$ cat src/common/transmission_header_codec_pkg.sv
package transmission_header_codec_pkg;

  // block geometry: seven (24,12) codewords per interleaving block
  localparam int CW_NUM = 7;
  localparam int CW_W   = 24;
  localparam int DATA_W = 12;
  localparam int BLK_W  = CW_NUM * CW_W;
  localparam int RAW_W  = CW_NUM * DATA_W;

  // serial lengths of one header, coded and packet mode
  localparam logic [7:0] LEN_CODED = 8'(BLK_W);
  localparam logic [7:0] LEN_PKT   = 8'(RAW_W);

  // apb register byte offsets
  localparam logic [7:0] REG_CTRL     = 8'h00;
  localparam logic [7:0] REG_STATUS   = 8'h04;
  localparam logic [7:0] REG_TX_COUNT = 8'h08;
  localparam logic [7:0] REG_TX_HDR   = 8'h0C;
  localparam logic [7:0] REG_TOPO     = 8'h10;
  localparam logic [7:0] REG_RX_COUNT = 8'h14;
  localparam logic [7:0] REG_RX_HDR   = 8'h18;
  localparam logic [7:0] REG_RX_ERR   = 8'h1C;

  // control and status bit positions
  localparam int CTRL_PKT    = 0;
  localparam int CTRL_SCR    = 1;
  localparam int CTRL_START  = 8;
  localparam int STAT_BUSY   = 0;
  localparam int STAT_DONE   = 1;
  localparam int STAT_FAIL   = 2;
  localparam int STAT_TINV   = 3;
  localparam int TOPO_W      = 3;

  // queue type codes
  localparam logic [1:0] QT_NONE = 2'h0;
  localparam logic [1:0] QT_RES  = 2'h1;
  localparam logic [1:0] QT_DAP  = 2'h2;
  localparam logic [1:0] QT_BAD  = 2'h3;

  // link precedence codes
  localparam logic [1:0] PREC_URGENT   = 2'h0;
  localparam logic [1:0] PREC_PRIORITY = 2'h1;
  localparam logic [1:0] PREC_ROUTINE  = 2'h2;

  // additive scrambler x^7 + x^4 + 1
  localparam logic [6:0] SCR_SEED  = 7'h7F;
  localparam int         SCR_TAP_A = 6;
  localparam int         SCR_TAP_B = 3;

  // software view of the transmit header register
  typedef struct packed {
    logic [6:0] fsub;   // first subscriber number
    logic [5:0] qlen;   // queue length
    logic [2:0] qprec;  // queue precedence
    logic       pri;    // priority traffic in frame
    logic       urg;    // urgent traffic in frame
    logic [1:0] qt;     // queue type bits
    logic [3:0] sel;    // selection bits
  } tx_hdr_type;

  // software view of the received header register
  typedef struct packed {
    logic [6:0] fsub;
    logic [1:0] lprec;
    logic [5:0] qlen;
    logic [2:0] qprec;
    logic       dap_ok;
    logic       res_ok;
    logic [1:0] qt;
    logic [2:0] topo;
    logic [3:0] sel;
  } rx_hdr_type;

  // 84 data bits carried by one block, first bit on top
  typedef struct packed {
    logic [11:0] word_count_field;
    logic [11:0] message_indicator_field;
    logic [3:0]  sel;
    logic [2:0]  topo;
    logic [1:0]  qt;
    logic [8:0]  sub;
    logic [41:0] rsv;
  } raw_type;

  // parity matrix of the extended code, row 0 on top
  localparam logic [143:0] GOLAY_B = {
    12'hDC5, 12'hB8B, 12'h717, 12'hE2D, 12'hC5B, 12'h8B7,
    12'h16F, 12'h2DD, 12'h5B9, 12'hB71, 12'h6E3, 12'hFFE};

  function automatic logic [11:0] b_row(input int i);
    return GOLAY_B[143-12*i -: 12];
  endfunction

  // row vector times matrix, element i is bit 11-i
  function automatic logic [11:0] mul_b(input logic [11:0] v);
    logic [11:0] r;
    r = 12'h000;
    for (int i = 0; i < DATA_W; i++) begin
      if (v[DATA_W-1-i]) r = r ^ b_row(i);
    end
    return r;
  endfunction

  function automatic logic [3:0] weight12(input logic [11:0] v);
    logic [3:0] w;
    w = 4'h0;
    for (int i = 0; i < DATA_W; i++) w = w + 4'(v[i]);
    return w;
  endfunction

  function automatic logic [23:0] golay_encode(input logic [11:0] d);
    return {d, mul_b(d)};
  endfunction

  // same function scrambles and descrambles
  function automatic logic [RAW_W-1:0] scramble(input logic [RAW_W-1:0] v);
    logic [RAW_W-1:0] o;
    logic [6:0]       s;
    s = SCR_SEED;
    for (int k = RAW_W-1; k >= 0; k--) begin
      o[k] = v[k] ^ s[SCR_TAP_A];
      s = {s[5:0], s[SCR_TAP_A] ^ s[SCR_TAP_B]};
    end
    return o;
  endfunction

  // rows written in, columns sent out, column 0 is the codeword msb
  function automatic logic [BLK_W-1:0] interleave(input logic [BLK_W-1:0] rows);
    logic [BLK_W-1:0] ser;
    ser = '0;
    for (int r = 0; r < CW_NUM; r++) begin
      for (int c = 0; c < CW_W; c++) begin
        ser[BLK_W-1-(c*CW_NUM+r)] = rows[BLK_W-1-CW_W*r-c];
      end
    end
    return ser;
  endfunction

  function automatic logic [BLK_W-1:0] deinterleave(input logic [BLK_W-1:0] ser);
    logic [BLK_W-1:0] rows;
    rows = '0;
    for (int r = 0; r < CW_NUM; r++) begin
      for (int c = 0; c < CW_W; c++) begin
        rows[BLK_W-1-CW_W*r-c] = ser[BLK_W-1-(c*CW_NUM+r)];
      end
    end
    return rows;
  endfunction

endpackage

$ cat src/hw/transmission_header_codec.sv
`timescale 1ns/1ps
// Behaviour
// golay code on count, indicator and header
// 7x24 interleaving goes with the coding
// one block of seven 24-bit codewords
// scramble before coding and interleaving
// packet mode bypasses coding, interleave, scramble
// topology subfield holds last id low bits
// topology subfield zero before any update
// queue type 00: subfield ignored
// queue type 01: reservation precedence and length
// queue type 10: link precedence, first subscriber
// queue type 11 invalid, header still delivered
// precedence 0 urgent, 1 priority, 2 else
// unknown received precedence treated as routine
// rows written, columns sent, receiver inverts
// extended golay, corrects three errors per word
module transmission_header_codec
  import transmission_header_codec_pkg::*;
(
  input  wire logic        core_clk_i,
  input  wire logic        rst_i,
  input  wire logic        psel_i,
  input  wire logic        penable_i,
  input  wire logic        pwrite_i,
  input  wire logic [7:0]  paddr_i,
  input  wire logic [31:0] pwdata_i,
  output logic [31:0]      prdata_o,
  output logic             pready_o,
  output logic             pslverr_o,
  output logic             tx_valid_o,
  output logic             tx_bit_o,
  input  wire logic        tx_ready_i,
  input  wire logic        rx_valid_i,
  input  wire logic        rx_first_i,
  input  wire logic        rx_bit_i
);

  typedef enum logic {TX_IDLE, TX_SEND} tx_state_type;
  typedef enum logic [1:0] {RX_COLLECT, RX_DECODE, RX_PARSE} rx_state_type;

  // software controls
  logic             pkt_q;       // packet mode interface
  logic             scr_q;       // scrambling enable
  logic [11:0]      wc_q;        // outgoing word count
  logic [11:0]      mi_q;        // outgoing message indicator
  tx_hdr_type       txh_q;       // outgoing header fields
  logic [2:0]       topo_q;      // low bits of last topology id
  // apb slave
  logic             ack_q;       // access phase answered next cycle
  logic [31:0]      prdata_q;
  logic             slverr_q;
  logic             acc;         // access phase, first cycle
  logic             wr_en;       // write commits here
  logic             mapped;
  logic [31:0]      rdata;
  // transmitter
  tx_state_type     tx_state_q;
  logic [BLK_W-1:0] tx_sh_q;     // serial bits, next one on top
  logic [7:0]       tx_cnt_q;    // bits still to go
  logic             start;
  raw_type          tx_raw;
  logic [RAW_W-1:0] tx_dat;
  logic [BLK_W-1:0] tx_rows;
  // receiver
  rx_state_type     rx_state_q;
  logic [BLK_W-1:0] rx_sh_q;     // received serial bits
  logic [7:0]       rx_cnt_q;
  logic [BLK_W-1:0] rx_rows;
  logic [2:0]       iss_q;       // next codeword to decode
  logic [2:0]       cap_q;       // next result to capture
  logic [RAW_W-1:0] rx_raw_q;    // corrected data bits
  raw_type          rx_dat;
  rx_hdr_type       rxh_q;
  logic [23:0]      rxc_q;       // received count and indicator
  logic [15:0]      errs_q;      // bits corrected in last header
  logic             done_q;      // header received, sticky
  logic             fail_q;      // uncorrectable codeword, sticky
  logic             tinv_q;      // queue type 11 seen, sticky
  logic             dec_valid;
  logic [11:0]      dec_data;
  logic [1:0]       dec_nerr;
  logic             dec_fail;
  logic [7:0]       rx_len;

  // one decoder shared by the seven codewords, one word per cycle
  golay_decoder u_dec (
    .core_clk_i  (core_clk_i),
    .rst_i       (rst_i),
    .in_valid_i  (rx_state_q == RX_DECODE && !pkt_q && iss_q < 3'(CW_NUM)),
    .in_word_i   (rx_rows[BLK_W-1-CW_W*int'(iss_q) -: CW_W]),
    .out_valid_o (dec_valid),
    .out_data_o  (dec_data),
    .out_nerr_o  (dec_nerr),
    .out_fail_o  (dec_fail)
  );

  // apb decode; one wait state keeps read data registered
  assign acc    = psel_i && penable_i && !ack_q;
  assign wr_en  = psel_i && penable_i && ack_q && pwrite_i && !slverr_q;
  assign mapped = (paddr_i[1:0] == 2'h0) && (paddr_i <= REG_RX_ERR);
  assign start  = wr_en && paddr_i == REG_CTRL && pwdata_i[CTRL_START];

  // read mux, reserved bits read zero
  always_comb begin
    rdata = 32'h0000_0000;
    unique case (paddr_i)
      REG_CTRL: begin
        rdata[CTRL_PKT] = pkt_q;
        rdata[CTRL_SCR] = scr_q;
      end
      REG_STATUS: begin
        rdata[STAT_BUSY] = tx_state_q == TX_SEND;
        rdata[STAT_DONE] = done_q;
        rdata[STAT_FAIL] = fail_q;
        rdata[STAT_TINV] = tinv_q;
      end
      REG_TX_COUNT: rdata = 32'({mi_q, wc_q});
      REG_TX_HDR:   rdata = 32'(txh_q);
      REG_TOPO:     rdata = 32'(topo_q);
      REG_RX_COUNT: rdata = 32'(rxc_q);
      REG_RX_HDR:   rdata = 32'(rxh_q);
      REG_RX_ERR:   rdata = 32'(errs_q);
      default:      rdata = 32'h0000_0000;
    endcase
  end

  // apb answer: ready in the second access cycle
  always_ff @(posedge core_clk_i) begin
    if (rst_i) begin
      ack_q    <= 1'b0;
      prdata_q <= 32'h0000_0000;
      slverr_q <= 1'b0;
    end else begin
      ack_q <= acc;
      if (acc) begin
        prdata_q <= mapped ? rdata : 32'h0000_0000;
        slverr_q <= !mapped;
      end
    end
  end

  assign prdata_o  = prdata_q;
  assign pready_o  = ack_q;
  assign pslverr_o = ack_q && slverr_q;

  // software writable registers
  always_ff @(posedge core_clk_i) begin
    if (rst_i) begin
      pkt_q  <= 1'b0;
      scr_q  <= 1'b0;
      wc_q   <= 12'h000;
      mi_q   <= 12'h000;
      txh_q  <= '0;
      topo_q <= 3'h0;
    end else if (wr_en) begin
      unique case (paddr_i)
        REG_CTRL: begin
          pkt_q <= pwdata_i[CTRL_PKT];
          scr_q <= pwdata_i[CTRL_SCR];
        end
        REG_TX_COUNT: {mi_q, wc_q} <= pwdata_i[23:0];
        REG_TX_HDR:   txh_q <= tx_hdr_type'(pwdata_i[$bits(tx_hdr_type)-1:0]);
        // software writes the full id of each topology update it sends
        REG_TOPO:     topo_q <= pwdata_i[TOPO_W-1:0];
        default: ;
      endcase
    end
  end

  // assemble outgoing data bits
  always_comb begin
    tx_raw                         = '0;
    tx_raw.word_count_field        = wc_q;
    tx_raw.message_indicator_field = mi_q;
    tx_raw.sel                     = txh_q.sel;
    tx_raw.topo                    = topo_q;
    tx_raw.qt                      = txh_q.qt;
    unique case (txh_q.qt)
      QT_RES: tx_raw.sub = {txh_q.qprec, txh_q.qlen};
      QT_DAP: begin
        // urgent beats priority beats routine
        if (txh_q.urg) tx_raw.sub = {PREC_URGENT, txh_q.fsub};
        else if (txh_q.pri) tx_raw.sub = {PREC_PRIORITY, txh_q.fsub};
        else tx_raw.sub = {PREC_ROUTINE, txh_q.fsub};
      end
      default: tx_raw.sub = 9'h000;
    endcase
    // scrambling comes first so coding protects the scrambled bits
    tx_dat = (scr_q && !pkt_q) ? scramble(tx_raw) : tx_raw;
    for (int r = 0; r < CW_NUM; r++) begin
      tx_rows[BLK_W-1-CW_W*r -: CW_W] =
        golay_encode(tx_dat[RAW_W-1-DATA_W*r -: DATA_W]);
    end
  end

  // transmit shifter; a start while busy is dropped
  always_ff @(posedge core_clk_i) begin
    if (rst_i) begin
      tx_state_q <= TX_IDLE;
      tx_sh_q    <= '0;
      tx_cnt_q   <= 8'h00;
    end else begin
      unique case (tx_state_q)
        TX_IDLE: begin
          if (start) begin
            tx_state_q <= TX_SEND;
            if (pkt_q) begin
              tx_sh_q  <= {tx_raw, {(BLK_W-RAW_W){1'b0}}};
              tx_cnt_q <= LEN_PKT;
            end else begin
              tx_sh_q  <= interleave(tx_rows);
              tx_cnt_q <= LEN_CODED;
            end
          end
        end
        TX_SEND: begin
          if (tx_ready_i) begin
            tx_sh_q  <= {tx_sh_q[BLK_W-2:0], 1'b0};
            tx_cnt_q <= tx_cnt_q - 8'h01;
            if (tx_cnt_q == 8'h01) tx_state_q <= TX_IDLE;
          end
        end
      endcase
    end
  end

  assign tx_valid_o = tx_state_q == TX_SEND;
  assign tx_bit_o   = tx_sh_q[BLK_W-1];

  // receive side
  assign rx_len  = pkt_q ? LEN_PKT : LEN_CODED;
  assign rx_rows = deinterleave(rx_sh_q);
  assign rx_dat  = (scr_q && !pkt_q) ? scramble(rx_raw_q) : rx_raw_q;

  // collect, decode word by word, then parse
  always_ff @(posedge core_clk_i) begin
    if (rst_i) begin
      rx_state_q <= RX_COLLECT;
      rx_sh_q    <= '0;
      rx_cnt_q   <= 8'h00;
      iss_q      <= 3'h0;
      cap_q      <= 3'h0;
      rx_raw_q   <= '0;
      errs_q     <= 16'h0000;
    end else begin
      unique case (rx_state_q)
        RX_COLLECT: begin
          if (rx_valid_i) begin
            rx_sh_q  <= {rx_sh_q[BLK_W-2:0], rx_bit_i};
            rx_cnt_q <= rx_first_i ? 8'h01 : rx_cnt_q + 8'h01;
            if ((rx_first_i ? 8'h01 : rx_cnt_q + 8'h01) == rx_len) begin
              rx_state_q <= RX_DECODE;
              iss_q      <= 3'h0;
              cap_q      <= 3'h0;
              errs_q     <= 16'h0000;
            end
          end
        end
        RX_DECODE: begin
          if (pkt_q) begin
            rx_raw_q   <= rx_sh_q[RAW_W-1:0];
            rx_state_q <= RX_PARSE;
          end else begin
            if (iss_q < 3'(CW_NUM)) iss_q <= iss_q + 3'h1;
            if (dec_valid) begin
              rx_raw_q[RAW_W-1-DATA_W*int'(cap_q) -: DATA_W] <= dec_data;
              errs_q <= errs_q + 16'(dec_nerr);
              cap_q  <= cap_q + 3'h1;
              if (cap_q == 3'(CW_NUM-1)) rx_state_q <= RX_PARSE;
            end
          end
        end
        RX_PARSE: begin
          rx_cnt_q   <= 8'h00;
          rx_state_q <= RX_COLLECT;
        end
        default: rx_state_q <= RX_COLLECT;
      endcase
    end
  end

  // field parse; ignored subfields read back as zero
  always_ff @(posedge core_clk_i) begin
    if (rst_i) begin
      rxh_q <= '0;
      rxc_q <= 24'h000000;
    end else if (rx_state_q == RX_PARSE) begin
      rxc_q      <= {rx_dat.message_indicator_field, rx_dat.word_count_field};
      rxh_q      <= '0;
      rxh_q.sel  <= rx_dat.sel;
      rxh_q.topo <= rx_dat.topo;
      rxh_q.qt   <= rx_dat.qt;
      unique case (rx_dat.qt)
        QT_RES: begin
          rxh_q.res_ok <= 1'b1;
          {rxh_q.qprec, rxh_q.qlen} <= rx_dat.sub;
        end
        QT_DAP: begin
          rxh_q.dap_ok <= 1'b1;
          rxh_q.fsub   <= rx_dat.sub[6:0];
          // codes above routine fall back to routine
          rxh_q.lprec  <= (rx_dat.sub[8:7] > PREC_ROUTINE) ?
                          PREC_ROUTINE : rx_dat.sub[8:7];
        end
        default: ;
      endcase
    end
  end

  // sticky status; a new event in the clearing cycle wins
  always_ff @(posedge core_clk_i) begin
    if (rst_i) begin
      done_q <= 1'b0;
      fail_q <= 1'b0;
      tinv_q <= 1'b0;
    end else begin
      if (wr_en && paddr_i == REG_STATUS) begin
        if (pwdata_i[STAT_DONE]) done_q <= 1'b0;
        if (pwdata_i[STAT_FAIL]) fail_q <= 1'b0;
        if (pwdata_i[STAT_TINV]) tinv_q <= 1'b0;
      end
      // header still delivered so following frames go on normally
      if (rx_state_q == RX_PARSE) done_q <= 1'b1;
      if (rx_state_q == RX_PARSE && rx_dat.qt == QT_BAD) tinv_q <= 1'b1;
      if (rx_state_q == RX_DECODE && dec_valid && dec_fail) fail_q <= 1'b1;
    end
  end

endmodule

$ cat src/hw/golay_decoder.sv
`timescale 1ns/1ps
module golay_decoder
  import transmission_header_codec_pkg::*;
(
  input  wire logic        core_clk_i,
  input  wire logic        rst_i,
  input  wire logic        in_valid_i,
  input  wire logic [23:0] in_word_i,
  output logic             out_valid_o,
  output logic [11:0]      out_data_o,
  output logic [1:0]       out_nerr_o,
  output logic             out_fail_o
);

  logic [11:0] u, v, s, sb;  // data half, parity half, syndromes
  logic [11:0] e1, e2;       // error patterns per half
  logic        found;        // a pattern of weight three or less matched
  logic [3:0]  wsum;         // corrected bit count
  logic        valid_q;
  logic [11:0] data_q;
  logic [1:0]  nerr_q;
  logic        fail_q;

  // syndrome search, corrects up to three errors per word
  always_comb begin
    u     = in_word_i[23:12];
    v     = in_word_i[11:0];
    s     = mul_b(u) ^ v;
    sb    = mul_b(s);
    e1    = 12'h000;
    e2    = 12'h000;
    found = 1'b0;
    // all errors in parity half
    if (weight12(s) <= 4'h3) begin
      e2    = s;
      found = 1'b1;
    end
    // one data error plus up to two parity errors
    for (int i = 0; i < DATA_W; i++) begin
      if (!found && weight12(s ^ b_row(i)) <= 4'h2) begin
        e1    = 12'(12'h800 >> i);
        e2    = s ^ b_row(i);
        found = 1'b1;
      end
    end
    // all errors in data half
    if (!found && weight12(sb) <= 4'h3) begin
      e1    = sb;
      found = 1'b1;
    end
    // one parity error plus up to two data errors
    for (int i = 0; i < DATA_W; i++) begin
      if (!found && weight12(sb ^ b_row(i)) <= 4'h2) begin
        e1    = sb ^ b_row(i);
        e2    = 12'(12'h800 >> i);
        found = 1'b1;
      end
    end
    wsum = weight12(e1) + weight12(e2);
  end

  // registered result, one cycle after the word goes in
  always_ff @(posedge core_clk_i) begin
    if (rst_i) begin
      valid_q <= 1'b0;
      data_q  <= 12'h000;
      nerr_q  <= 2'h0;
      fail_q  <= 1'b0;
    end else begin
      valid_q <= in_valid_i;
      if (in_valid_i) begin
        data_q <= u ^ e1;
        nerr_q <= wsum[1:0];
        fail_q <= !found;
      end
    end
  end

  assign out_valid_o = valid_q;
  assign out_data_o  = data_q;
  assign out_nerr_o  = nerr_q;
  assign out_fail_o  = fail_q;

endmodule

$ cat config.mk
export PLATFORM = sky130hd
export DESIGN_NAME = transmission_header_codec
export DESIGN_NICKNAME = d
export VERILOG_FILES = /design/src/common/transmission_header_codec_pkg.sv /design/src/hw/transmission_header_codec.sv /design/src/hw/golay_decoder.sv
export SDC_FILE = /design/constraint.sdc
export NUM_CORES = 2
export LEC_CHECK = 0
export ABC_AREA = 1
export BUFFER_PORTS_ARGS = -buffer_cell sky130_fd_sc_hd__buf_2
export CAP_MARGIN = 5
export CORE_UTILIZATION = 38
export DETAILED_ROUTE_END_ITERATION = 7
export PLACE_DENSITY_LB_ADDON = 0.2
export SETUP_SLACK_MARGIN = 0.2
export SKIP_CTS_REPAIR_TIMING = 1
export SYNTH_ARGS = -nofsm -noshare
export SYNTH_HDL_FRONTEND = slang
export SYNTH_SLANG_ARGS = --single-unit
$ cat constraint.sdc
create_clock -name core_clk_i -period 18.8 [get_ports core_clk_i]
set_clock_uncertainty 0.15 [all_clocks]
set_input_delay 1.88 -clock core_clk_i [delete_from_list [all_inputs] [get_ports core_clk_i]]
set_output_delay 1.88 -clock core_clk_i [all_outputs]
set_load 0.1 [all_outputs]
==> flow_metrics.py <==
metrics = {
    "worst_setup_path": {
        "cpPeakStageDelay_ps": 650,
        "end_kind": "flip-flop",
        "cpMostUsedCell": "fa_1",
        "critical-path-slowest-cell": "nor2_8",
        "startpoint_type": "flip-flop",
        "cpLargestDelayFamily": "adder cells",
        "arrival_ps": 16960,
        "worstPathMaxFanout": 89,
        "required_ps": 19220,
        "critPathBufInv": 14,
        "crit_type": "flip-flop to flip-flop",
    },
    "drt": {
        "post-route-drc-count": 14,
        "wire_per_inst_microns": 19.2,
        "dr.first_iter.drc_count": 3524,
        "vias_per_cell": 5.46,
        "vias": 38200,
        "drtAntennaViolNets": 0,
        "first_pass_iters": 8,
        "drt_wl_total_mm": 134,
    },
    "sta": {
        "setup_viol": 0,
        "min_period_over_period_pct": 88.0,
        "fin_setup_tns_ps": 0,
        "worstMarginPinSlew_ps": 1160,
        "hold_viol": 0,
        "whs_ps": 300,
        "slew_violations": 0,
        "fin_crit_ps": 16550,
        "fmax_mhz": 60.4,
        "relSlewSlack_pct": 20.7,
        "grt_setup_unrepaired": "false",
    },
    "global_routing": {
        "antenna_found_initial": 1,
        "grt_pass1_vias": 36100,
        "grt_max_degree": 161,
        "grt_use_total_pct": 24.6,
        "grt_overflow": 0,
        "grt_pass1_wl_mm": 211,
    },
    "clock_network": {
        "cts_sinks": 573,
        "insertion_delay_ps": 650,
        "cts_buffers": 71,
        "cts_root_buf": "clkbuf_16",
        "clk_path_buf_depth": 3,
        "cts_tree": "yes",
        "htree_levels": 3,
        "clk_pin_slew_ps": 60,
    },
    "status": {
        "status": "finished, violations left",
        "violations": "DRC",
    },
    "logic_synthesis": {
        "syn_area_sq_um": 40600,
        "yosys_warnings": 0,
        "synth_edf_count": 0,
        "synthDistinctLibCells": 79,
        "ys_seq_elements": 573,
        "ys.flop_type": "dfxtp_1",
        "syn_inst": 5692,
        "avgSynthCellArea_sq_um": 7.13,
        "async_flop_share_pct": 0,
        "seq_area_frac_synth_pct": 28.3,
    },
    "run": {
        "maxCapViolations": 0,
    },
    "finish": {
        "multi_input_area_sq_um": 25600,
        "final_nets": 5890,
        "drive_gt1_share_pct": 6.96,
        "area_delta_synth_final_pct": 8.82,
        "seq_area_sq_um": 11500,
        "final_cell_area_sq_um": 44200,
        "layout_commonest_cell": "nand2_1",
        "antenna_cells": 0,
        "fill_cells": 11100,
        "mostFrequentLayoutCells": "nand2_1 (915), nor2_1 (580), dfxtp_1 (570)",
    },
    "floorplanning": {
        "row_count": 119,
        "initial_utilization_pct": 38.4,
        "coreArea_sq_um": 106000,
        "die-height_microns": 329,
        "boundaryPins": 85,
        "die_area_sq_um": 108000,
        "die_x_microns": 329,
    },
    "place": {
        "place.gp.congestion": 0.936,
        "placed_area_sq_um": 41600,
        "port_buffers": 73,
        "hpwl_mm": 93.7,
    },
    "worst_hold_path": {
        "hold_path.class": "flip-flop to flip-flop",
    },
}
[final timing paths]
check | startpoint | slack, ps | depth (start not counted) | to
setup reg to reg | iss_q[0]$_SDFFE_PP0P_ | 2250 | 55 | u_dec.out_nerr_o[1]$_SDFFE_PP0P_
setup / recovery | iss_q[0]$_SDFFE_PP0P_ | 2250 | 55 | u_dec.out_nerr_o[1]$_SDFFE_PP0P_
hold reg to reg | tx_sh_q[107]$_SDFFE_PP0P_ | 300 | 2 | tx_sh_q[108]$_SDFFE_PP0P_
hold / removal | tx_sh_q[107]$_SDFFE_PP0P_ | 300 | 2 | tx_sh_q[108]$_SDFFE_PP0P_
[cells in the mapped netlist (6+ instances only)]
master / count / area, sq um
a22oi_1: 33 / 248
buf_2: 47 / 235
clkinv_1: 9 / 33.8
xor2_1: 185 / 1620
nand2_1: 917 / 3440
a221oi_1: 32 / 280
nand3_1: 500 / 2500
o21ai_1: 45 / 225
ha_1: 107 / 1340
o31ai_1: 28 / 210
nor2_1: 586 / 2200
a31oi_1: 51 / 319
o221ai_1: 23 / 201
buf_6: 21 / 236
inv_1: 502 / 1880
fa_1: 189 / 3780
a211oi_1: 33 / 248
o211ai_1: 39 / 293
a21oi_1: 478 / 2390
or2_2: 22 / 138
buf_1: 17 / 63.8
o21bai_1: 7 / 52.6
xor2_2: 7 / 114
nor3_1: 58 / 290
o2111ai_1: 10 / 87.6
inv_2: 24 / 90.1
nand2_2: 26 / 163
nand4_1: 39 / 244
a21o_1: 8 / 60.1
dfxtp_1: 573 / 11500
xnor2_1: 110 / 963
and2_1: 8 / 50.1
a2111oi_0: 6 / 52.6
clkbuf_1: 251 / 942
buf_4: 14 / 105
o21ai_0: 564 / 2820
o22ai_1: 20 / 125
[worst min-delay path: stages, from the launching register on]
cell	delay [ps]
dfxtp_1	310
nand2_1	50
a21oi_1	50
[cell families (layout without fill, tap and decap cells)]
logic type | count (synthesis) | after routing | synth area share (%)
simple gates | 2199 | 2199 | 23.3
buf+inv | 892 | 799 | 9.03
fa+ha+maj | 296 | 296 | 12.6
other cells | 1 | 3 | 0.00924
xor+xnor | 307 | 307 | 6.89
flops | 573 | 573 | 28.3
compound gates | 1424 | 1424 | 19.8
[stage by stage]
step                      util (%)  worst slack (ps)  cells
after floorplan                  -              4200   5694
after global placement        39.4              2500   6863
after detailed placement      39.4              2400   6863
after CTS                     41.8              2340   6992
after global routing          41.8              1300   6992
final                         41.8              2250   6992
[routing by layer]
metal  vias up  routed length (microns)  global-route usage (%)
met5         -                        0                       0
met4         0                     4430                    8.21
met3       222                     6970                    2.50
met2      1069                    61300                    39.8
met1     18200                    61400                    34.0
li1      18700                        -                       -
[area by class of cell]
class                           count  area share, %
Tap cell                         1391           3.94
Clock inverter                     30          0.944
Multi-Input combinational cell   4229           57.9
Inverter                          539           4.64
Sequential cell                   573           26.0
Clock buffer                       99           4.79
Timing Repair Buffer              131           1.82
[registers in the layout (all words and copies together), names as in the netlist, 6 cells and up]
register,cells
rx_cnt_q,8
tx_raw,6
tx_sh_q,166
prdata_o,29
rx_raw_q,42
rxc_q,24
rxh_q,29
errs_q,16
rx_sh_q,168
tx_cnt_q,8
txh_q,18
u_dec.out_data_o,12
wc_q,12
mi_q,12
Power is left out: the tool's default activity adds up to more than one toggle a clock period on the data nets, which glitch-free logic cannot reach.
